--- config.mk ---
export PLATFORM = sky130hd
export DESIGN_NAME = stpatt_ctrl
export DESIGN_NICKNAME = d
export VERILOG_FILES = /design/src/pkg/stpatt_pkg.sv /design/src/core/stpatt_ctrl.sv /design/src/core/stpatt_shift.sv /design/src/core/stpatt_tick.sv
export SDC_FILE = /design/constraint.sdc
export NUM_CORES = 1
export LEC_CHECK = 0
export ABC_AREA = 1
export BUFFER_PORTS_ARGS = -buffer_cell sky130_fd_sc_hd__buf_2
export CORE_MARGIN = 5
export CORE_UTILIZATION = 58
export CTS_CLUSTER_DIAMETER = 50
export DETAILED_ROUTE_END_ITERATION = 7
export HOLD_SLACK_MARGIN = 0.15
export PLACE_DENSITY = 0.8
export SLEW_MARGIN = 20
export SYNTH_ARGS = -nofsm -noshare
export SYNTH_HDL_FRONTEND = slang
export SYNTH_SLANG_ARGS = --single-unit
--- constraint.sdc ---
create_clock -name mclk_i -period 1.75 [get_ports mclk_i]
set_clock_uncertainty 0.2 [all_clocks]
set_input_delay 0.0875 -clock mclk_i [delete_from_list [all_inputs] [get_ports mclk_i]]
set_output_delay 0.0875 -clock mclk_i [all_outputs]
set_load 0.03 [all_outputs]
--- src/pkg/stpatt_pkg.sv ---
package stpatt_pkg;
	// Software register indices
	localparam logic [3:0] REG_CTRL   = 4'h0;
	localparam logic [3:0] REG_ATTEN  = 4'h1;
	localparam logic [3:0] REG_ADDR   = 4'h2;
	localparam logic [3:0] REG_STATUS = 4'h3;
	localparam logic [3:0] REG_CMD    = 4'h4;
	// Control register field positions
	localparam int CTRL_MODE_LO = 0;
	localparam int CTRL_MODE_HI = 1;
	// Command register bits
	localparam int CMD_GO = 0;
	// Status bit positions
	localparam int ST_BUSY   = 0;
	localparam int ST_SEQOK  = 1;
	localparam int ST_SERIAL = 2;
	// Mode codes written by software
	localparam logic [1:0] MODE_SERIAL  = 2'h0;
	localparam logic [1:0] MODE_LATCHED = 2'h1;
	localparam logic [1:0] MODE_DIRECT  = 2'h2;
	// Frame layout
	localparam int FRAME_BITS = 16;
	localparam int WORD_BITS  = 8;
	localparam int SET_BITS   = 7;
	// Reset values
	localparam logic [7:0] ATTEN_RST = 8'h7f;
	localparam logic [2:0] ADDR_RST  = 3'h0;
	// Link timing: half period of the serial clock and setup time
	localparam int CLK_MHZ      = 25;
	localparam int HALF_NS      = 60;
	localparam int HALF_CYC     = (HALF_NS * CLK_MHZ + 999) / 1000;
	localparam int SETUP_NS     = 120;
	localparam int SETUP_CYC    = (SETUP_NS * CLK_MHZ + 999) / 1000;
endpackage : stpatt_pkg

--- src/core/stpatt_ctrl.sv ---
// The address map and the strobed register port are this design's own decisions.
`timescale 1ns/10ps
// Host side controller for a 7-bit step attenuator control port
module stpatt_ctrl (
	input  wire logic       mclk_i,
	input  wire logic       arst_n_i,
	input  wire logic [3:0] reg_addr_i,
	input  wire logic [7:0] reg_wdata_i,
	input  wire logic       reg_wr_i,
	input  wire logic       reg_rd_i,
	output logic [7:0]      reg_rdata_o,
	output logic            sclk_o,
	output logic            sdata_o,
	output logic            load_strobe_o,
	output logic            select_serial_o,
	output logic [6:0]      parallel_setting_pins_o
);
	import stpatt_pkg::*;

	typedef enum logic [2:0] {ST_IDLE, ST_SETUP, ST_LOW, ST_HIGH, ST_LE_HI, ST_LE_LO}
		stpatt_state_t;

	stpatt_state_t state_q;
	logic [1:0]    mode_q;
	logic [7:0]    atten_q;
	logic [2:0]    addr_q;
	logic          seq_ok_q;
	logic [4:0]    bits_q;
	logic [7:0]    rdata_q;
	logic          sclk_q;
	logic          le_q;
	logic          sel_q;
	logic [6:0]    pins_q;
	logic [3:0]    wait_q;

	// Register decode
	wire wr_ctrl  = reg_wr_i && (reg_addr_i == REG_CTRL);
	wire wr_atten = reg_wr_i && (reg_addr_i == REG_ATTEN);
	wire wr_addr  = reg_wr_i && (reg_addr_i == REG_ADDR);
	wire wr_cmd   = reg_wr_i && (reg_addr_i == REG_CMD) && reg_wdata_i[CMD_GO];
	wire idle     = (state_q == ST_IDLE);
	wire go       = wr_cmd && idle;

	// Mode in force, decoded as serial and direct
	wire       is_serial  = (mode_q == MODE_SERIAL);
	wire       is_direct  = (mode_q == MODE_DIRECT);
	// Serial writes always clear the top bit: word is dB times four
	wire [7:0] ser_atten  = {1'b0, atten_q[SET_BITS-1:0]};
	wire [15:0] frame     = {5'h00, addr_q, ser_atten};
	// Pins low in serial mode, until the first serial write completes, and for one
	// cycle after select falls so that select always leads the pins
	wire       pins_force = is_serial || sel_q || !seq_ok_q;
	wire [6:0] pins_d     = pins_force ? 7'h00 : atten_q[SET_BITS-1:0];

	logic tick;
	logic bit_now;
	logic step;

	stpatt_tick #(.COUNT(HALF_CYC)) u_tick (
		.mclk_i  (mclk_i),
		.arst_n_i(arst_n_i),
		.run_i   (!idle),
		.tick_o  (tick)
	);

	assign step = tick && (state_q == ST_HIGH);

	stpatt_shift u_shift (
		.mclk_i  (mclk_i),
		.arst_n_i(arst_n_i),
		.load_i  (go && is_serial),
		.frame_i (frame),
		.step_i  (step),
		.bit_o   (bit_now)
	);

	// Software registers; parallel mode is blocked until the first serial write,
	// and the mode holds still while a transfer runs so select cannot move mid-frame
	always_ff @(posedge mclk_i or negedge arst_n_i)
	begin
		if (!arst_n_i)
		begin
			mode_q  <= MODE_SERIAL;
			atten_q <= ATTEN_RST;
			addr_q  <= ADDR_RST;
		end
		else
		begin
			if (wr_ctrl && idle && (seq_ok_q || reg_wdata_i[1:0] == MODE_SERIAL))
				mode_q <= reg_wdata_i[CTRL_MODE_HI:CTRL_MODE_LO];
			if (wr_atten)
				atten_q <= reg_wdata_i;
			if (wr_addr)
				addr_q <= reg_wdata_i[2:0];
		end
	end

	// Sequence done flag: set once, never cleared until reset
	always_ff @(posedge mclk_i or negedge arst_n_i)
	begin
		if (!arst_n_i)
			seq_ok_q <= 1'b0;
		else if (state_q == ST_LE_LO && tick && sel_q)
			seq_ok_q <= 1'b1;
	end

	// Transfer sequencer; latched parallel skips the shift states
	always_ff @(posedge mclk_i or negedge arst_n_i)
	begin
		if (!arst_n_i)
		begin
			state_q <= ST_IDLE;
			bits_q  <= '0;
			wait_q  <= '0;
		end
		else
		begin
			case (state_q)
				ST_IDLE:
					if (go && !is_direct)
					begin
						state_q <= ST_SETUP;
						bits_q  <= 5'(FRAME_BITS);
						wait_q  <= 4'(SETUP_CYC);
					end
				ST_SETUP:
					if (wait_q > 4'h1)
						wait_q <= wait_q - 4'h1;
					else
						state_q <= sel_q ? ST_LOW : ST_LE_HI;
				ST_LOW:
					if (tick)
						state_q <= ST_HIGH;
				ST_HIGH:
					if (tick)
					begin
						bits_q  <= bits_q - 5'h01;
						state_q <= (bits_q == 5'h01) ? ST_LE_HI : ST_LOW;
					end
				ST_LE_HI:
					if (tick)
						state_q <= ST_LE_LO;
				ST_LE_LO:
					if (tick)
						state_q <= ST_IDLE;
				default:
					state_q <= ST_IDLE;
			endcase
		end
	end

	// Pin drivers, all registered; pins and select move only between transfers,
	// and the direct strobe waits for select to fall so no stray capture occurs
	always_ff @(posedge mclk_i or negedge arst_n_i)
	begin
		if (!arst_n_i)
		begin
			sclk_q <= 1'b0;
			le_q   <= 1'b0;
			sel_q  <= 1'b1;
			pins_q <= 7'h00;
		end
		else
		begin
			sclk_q <= (state_q == ST_HIGH);
			le_q   <= (is_direct && !sel_q) || (state_q == ST_LE_HI);
			if (idle)
			begin
				pins_q <= pins_d;
				sel_q  <= is_serial;
			end
		end
	end

	// Read port, one cycle latency; unmapped reads zero
	wire [7:0] status = {5'h00, sel_q, seq_ok_q, !idle};
	always_ff @(posedge mclk_i or negedge arst_n_i)
	begin
		if (!arst_n_i)
			rdata_q <= 8'h00;
		else if (!reg_rd_i)
			rdata_q <= 8'h00;
		else
		begin
			case (reg_addr_i)
				REG_CTRL:   rdata_q <= {6'h00, mode_q};
				REG_ATTEN:  rdata_q <= atten_q;
				REG_ADDR:   rdata_q <= {5'h00, addr_q};
				REG_STATUS: rdata_q <= status;
				default:    rdata_q <= 8'h00;
			endcase
		end
	end

	logic sdata_q;
	always_ff @(posedge mclk_i or negedge arst_n_i)
	begin
		if (!arst_n_i)
			sdata_q <= 1'b0;
		else
			sdata_q <= (state_q == ST_LOW || state_q == ST_HIGH) ? bit_now : 1'b0;
	end

	assign reg_rdata_o             = rdata_q;
	assign sclk_o                  = sclk_q;
	assign sdata_o                 = sdata_q;
	assign load_strobe_o           = le_q;
	assign select_serial_o         = sel_q;
	assign parallel_setting_pins_o = pins_q;

	// Rising serial clock edges of the frame in flight, for the pin-level checks
	wire        sclk_rise = (state_q == ST_HIGH) && !sclk_q;
	logic [4:0] edges_q;
	always_ff @(posedge mclk_i or negedge arst_n_i)
	begin
		if (!arst_n_i)
			edges_q <= '0;
		else if (idle)
			edges_q <= '0;
		else if (sclk_rise)
			edges_q <= edges_q + 5'h01;
	end

	// Strobe stays low while the serial clock runs
	a_strobe_low_shift: assert property (@(posedge mclk_i) disable iff (!arst_n_i)
		sclk_q |-> !le_q)
		else $error("strobe high during shift");

	// Pins held low whenever serial select is driven
	a_pins_low_serial: assert property (@(posedge mclk_i) disable iff (!arst_n_i)
		sel_q |-> (pins_q == 7'h00))
		else $error("pins not low");

	// Parallel selection only after the first serial write
	a_parallel_after_seq: assert property (@(posedge mclk_i) disable iff (!arst_n_i)
		$fell(sel_q) |-> seq_ok_q)
		else $error("parallel before serial write");

	// Sixteen rising serial clock edges per frame before the strobe
	a_frame_len: assert property (@(posedge mclk_i) disable iff (!arst_n_i)
		($rose(le_q) && sel_q) |-> (edges_q == 5'(FRAME_BITS)))
		else $error("frame length wrong");

	// Direct mode holds the strobe high
	a_direct_high: assert property (@(posedge mclk_i) disable iff (!arst_n_i)
		(is_direct && $stable(mode_q)) |=> le_q)
		else $error("direct strobe low");

	// Strobe pulse returns low within eight cycles, four half periods
	a_strobe_pulse: assert property (@(posedge mclk_i) disable iff (!arst_n_i)
		($rose(le_q) && !is_direct) |-> ##[1:8] !le_q)
		else $error("strobe stuck");

	// The eighth bit on the data pin is the top attenuation bit, always low
	a_top_bit_zero: assert property (@(posedge mclk_i) disable iff (!arst_n_i)
		(sclk_rise && edges_q == 5'h07) |-> !sdata_q)
		else $error("top bit set");

	// Address byte upper bits leave the data pin as zero
	a_addr_upper: assert property (@(posedge mclk_i) disable iff (!arst_n_i)
		(sclk_rise && edges_q > 5'h0a) |-> !sdata_q)
		else $error("address upper bits set");

	// Data holds across the serial clock rising edge
	a_data_hold: assert property (@(posedge mclk_i) disable iff (!arst_n_i)
		sclk_rise |=> $stable(sdata_q))
		else $error("data moved at clock rise");

	// Select moves only between transfers
	a_sel_idle: assert property (@(posedge mclk_i) disable iff (!arst_n_i)
		$changed(sel_q) |-> $past(idle))
		else $error("select moved mid transfer");

	// Pins move only between transfers, never under a strobe pulse
	a_pins_idle: assert property (@(posedge mclk_i) disable iff (!arst_n_i)
		$changed(pins_q) |-> $past(idle))
		else $error("pins moved mid transfer");

	// Serial mode is kept until the first serial frame has gone out
	a_mode_locked: assert property (@(posedge mclk_i) disable iff (!arst_n_i)
		!seq_ok_q |-> (mode_q == MODE_SERIAL))
		else $error("mode left serial too early");

	// Once the sequence is done it stays done
	a_seq_sticky: assert property (@(posedge mclk_i) disable iff (!arst_n_i)
		seq_ok_q |=> seq_ok_q)
		else $error("sequence flag dropped");

	// Serial clock rests low outside a transfer
	a_clk_idle: assert property (@(posedge mclk_i) disable iff (!arst_n_i)
		idle |-> !sclk_q)
		else $error("serial clock high while idle");

	// A start in direct mode leaves the sequencer idle
	a_go_direct: assert property (@(posedge mclk_i) disable iff (!arst_n_i)
		(go && is_direct) |=> idle)
		else $error("transfer started in direct mode");

	// Every transfer ends within a bounded time
	a_busy_bound: assert property (@(posedge mclk_i) disable iff (!arst_n_i)
		$fell(idle) |-> ##[1:100] idle)
		else $error("transfer did not end");

	// Outside direct mode an idle controller keeps the strobe low
	a_latched_low: assert property (@(posedge mclk_i) disable iff (!arst_n_i)
		(idle && !is_direct) |=> !le_q)
		else $error("strobe high while idle");
endmodule : stpatt_ctrl

--- src/core/stpatt_shift.sv ---
`timescale 1ns/10ps
// Frame shifter: presents the low bit, drops it after each rising edge
module stpatt_shift (
	input  wire logic        mclk_i,
	input  wire logic        arst_n_i,
	input  wire logic        load_i,
	input  wire logic [15:0] frame_i,
	input  wire logic        step_i,
	output logic             bit_o
);
	import stpatt_pkg::*;
	logic [15:0] sh_q;

	// LSB leaves first so the attenuation byte precedes the address byte
	always_ff @(posedge mclk_i or negedge arst_n_i)
	begin
		if (!arst_n_i)
			sh_q <= '0;
		else if (load_i)
			sh_q <= frame_i;
		else if (step_i)
			sh_q <= {1'b0, sh_q[15:1]};
	end

	assign bit_o = sh_q[0];
endmodule : stpatt_shift

--- src/core/stpatt_tick.sv ---
`timescale 1ns/10ps
// Free counter giving one pulse every COUNT cycles while enabled
module stpatt_tick #(
	parameter int COUNT = 2
) (
	input  wire logic mclk_i,
	input  wire logic arst_n_i,
	input  wire logic run_i,
	output logic      tick_o
);
	import stpatt_pkg::*;
	localparam int W = $clog2(COUNT + 1);
	logic [W-1:0] cnt_q;
	wire          last = (cnt_q == W'(COUNT - 1));

	// Restart on every idle so the first tick comes COUNT cycles after leaving idle
	always_ff @(posedge mclk_i or negedge arst_n_i)
	begin
		if (!arst_n_i)
			cnt_q <= '0;
		else if (!run_i || last)
			cnt_q <= '0;
		else
			cnt_q <= cnt_q + W'(1);
	end

	assign tick_o = run_i && last;
endmodule : stpatt_tick

==> results.ini <==
[critical_path]
arrival_ns = 1.78
crit_type = reg2reg
worst-path-max-fanout = 5
max_stage_delay_ns = 0.60
cpMaxStageDelayCell = dfstp_2
cp-end-kind = flip-flop
start_kind = flip-flop
crit_top_cell = nand2_1
worstPathRequired_ns = 1.84
worstPathCellList = nand2_1 -> o211ai_1 -> nand2_1 -> dlygate4sd3_1 -> inv_1

[routing]
m1WireLength_um = 2860
drt-vias-per-instance = 5.21
wl_met2_um = 3620
postRouteWirelength_um = 6980
dr.pass1.iters = 6
ant_nets = 0
vias = 2581
drt-initial-drc-count = 159
dr.max_layer_used = met4
drcViolationCount = 0
wl_per_cell_um = 14.1
dr_wl_met3_um = 344

[global_route]
grt_usage_pct = 24.3
antenna_found_initial = 0
grt_overflow = 0
grt_pass1_wl_um = 11800
grt_pass1_vias = 2589
grt_max_degree = 39

[final_layout]
fin_cells = 495
num-nets-final = 444
final_layout_size_suffix_gt1_share_pct = 20.1
area_growth_pct = 27.8
diodes = 0
fillCellCount = 323

[synth]
post-synth-top-count-cell = nand2_1
yosysWarnings = 0
synth_edf_count = 0
synthAdderAreaFrac_pct = 2.17
synth.top_cells.by_area = dfrtp_1 (43%), nand2_1 (13%), dfstp_2 (7.3%), inv_1 (6.3%), nand3_1 (5.6%)
synth_top_family_by_area = simple AND/OR/NAND/NOR gates
avgSynthCellArea_um2 = 8.31
synth_ff_type = dfrtp_1
syn_nets = 367
yosysSeqAreaShare_pct = 50.8
ys_top_cells_by_count = nand2_1 (99), dfrtp_1 (50), inv_1 (48)
syn_inst = 346
synth_top_cell_area_share_pct = 43.5
synth-xor-area-share_pct = 1.22
synth_cell_type_count = 34
yosysTopAreaCell = dfrtp_1
synth_mux_area_share_pct = 0
synth-compound-area-share_pct = 8.13
async_flop_share_pct = 100
yosys_register_bits = 58
yosys.area_share.simple_pct = 28.3
synth.cell_area_um2 = 2880

[flow_run]
cap_violations = 0

[sta]
fmax_mhz = 592
setup_viol = 0
worstMarginPinSlew_ns = 0.520
slew_viol_final = 0
timing.final.crit_period_ns = 1.69
maxSlewHeadroom_pct = 65.3
finalHoldViolCount = 0
worst_slack_ns = 0.0610
finalCritPeriodShare_pct = 96.5

[pwr]
p_leak_uw = 0.00197
vdd_drop_max_mv = 0.777
p_per_area_nw_per_um2 = 1430
switching_share_pct = 39.1
p_comb_share_pct = 37.5
p_int_uw = 3190
clkPwrFrac_pct = 23.2
power.switching_uw = 2050
seqPwrFrac_pct = 39.2

[cts]
clock_latency_ns = 0.35
path_clk_slew_ns = 0.07
cts_buffers = 9
cts.sinks = 58
ctsHtreeMaxLevel = 3
tritoncts = yes
cts_root_buf = clkbuf_8
clk_path_buf_depth = 2

[outcome]
status = finished clean

[placed_design]
io_buffers = 34
numPlacedInstances = 443
gp_congestion = 0.849
dp_hpwl_um = 4400
pre_cts_ws_ns = 0.0363

[floorplan]
io_pins = 35
floorplan.die_area_um2 = 6470
die_width_um = 80.4
rows = 25
chipHeight_um = 80.4
core_area_um2 = 4750
start_util_pct = 60.5

[min_path]
min_path_type = in2reg

## sequential cells by signal, summed over array words and instances (netlist names)
signal                   cells
atten_q                      8
addr_q                       3
wait_q                       4
u_shift.sh_q                11
state_q                      3
u_tick.cnt_q                 2
sclk_o                       1
seq_ok_q                     1
bits_q                       5
load_strobe_o                1
mode_q                       2
select_serial_o              1
reg_rdata_o                  8
sdata_o                      1
parallel_setting_pins_o      7
## worst max-delay path: cells and delay by family, from the launching register on
family          cells  cell delay (ns)
compound gates      1             0.10
simple gates        2             0.13
flops               1             0.60
buf+inv             2             0.60
## layout by cell type (no fill, tap or decap), drive strengths merged, types with 13 or more instances in the layout
master | Yosys | final
nand2 | 105 | 105
dfrtp | 50 | 50
inv | 49 | 49
buf | 8 | 40
dlygate4sd3 | 0 | 34
nor2 | 34 | 34
nand3 | 33 | 33
o21ai | 18 | 18
clkbuf | 0 | 13
## path summary, 6_finish.rpt
| check | startpoint | cells past startpoint | end | slack [ns] |
|---|---|---|---|---|
| max | select_serial_o$_DFFE_PN1P_ | 5 | reg_rdata_o[2]$_DFF_PN0_ | 0.06 |
| min | reg_addr_i[0] | 5 | atten_q[0]$_DFFE_PN1P_ | 0.12 |
| max reg2reg | select_serial_o$_DFFE_PN1P_ | 5 | reg_rdata_o[2]$_DFF_PN0_ | 0.06 |
| min reg2reg | u_tick.cnt_q[0]$_DFF_PN0_ | 1 | u_tick.cnt_q[0]$_DFF_PN0_ | 0.24 |
| max in group asynchronous | arst_n_i | 4 | atten_q[6]$_DFFE_PN1P_ | 0.12 |
| min in group asynchronous | arst_n_i | 3 | wait_q[2]$_DFFE_PN0P_ | 0.59 |
## area by class of cell
class	count	area (um2)	area share, %
Inverter	51	195	5.31
Timing Repair Buffer	74	581	15.8
Tap cell	67	83.8	2.28
Clock inverter	3	40.0	1.09
Clock buffer	13	149	4.05
Multi-Input combinational cell	229	1160	31.7
Sequential cell	58	1460	39.8
## repair_timing
action	CTS	global route
setup buffers	0	2
resized for setup	0	9
hold buffers	34	0
setup endpoints to repair	0	24
endpoints found under the hold margin	85	0
## routing by layer
layer	global-route usage [%]	vias up
met5	0	-
met4	10.5	0
met3	6.39	15
met2	40.6	78
met1	29.5	1236
li1	-	1252
## per-stage QoR
step | hold slack, ns | util, % | power [uW] | TNS (ns) | instance area [um2]
finish | 0.122 | 77.3 | 5250 | 0 | 3680
floorplan | -0.408 | - | 3440 | 0 | 2880
global route | 0.184 | 77.3 | 5640 | -0.0225 | 3680
CTS | 0.189 | 76.3 | 5100 | 0 | 3630
detailed placement | -0.114 | 65.2 | 3840 | 0 | 3100
global placement | -0.122 | 65.2 | 3760 | 0 | 3100
## cells by family after synthesis
| group | after synthesis |
|---|---|
| AO/OA/AOI/OAI | 38 |
| XOR/XNOR | 4 |
| adder cells (fa/ha/maj) | 5 |
| buffers and inverters | 59 |
| flip-flops | 58 |
| AND/OR/NAND/NOR | 182 |
## power groups by stage
stage | clock, uW | combinational, uW | sequential (uW)
detailed placement | 0 | 1780 | 2060
global placement | 0 | 1720 | 2040
floorplan | 0 | 1390 | 2040
finish | 1220 | 1970 | 2060
CTS | 1220 | 1840 | 2040
global route | 1300 | 2240 | 2100
Note: power is estimated with default switching activity, not from simulation.
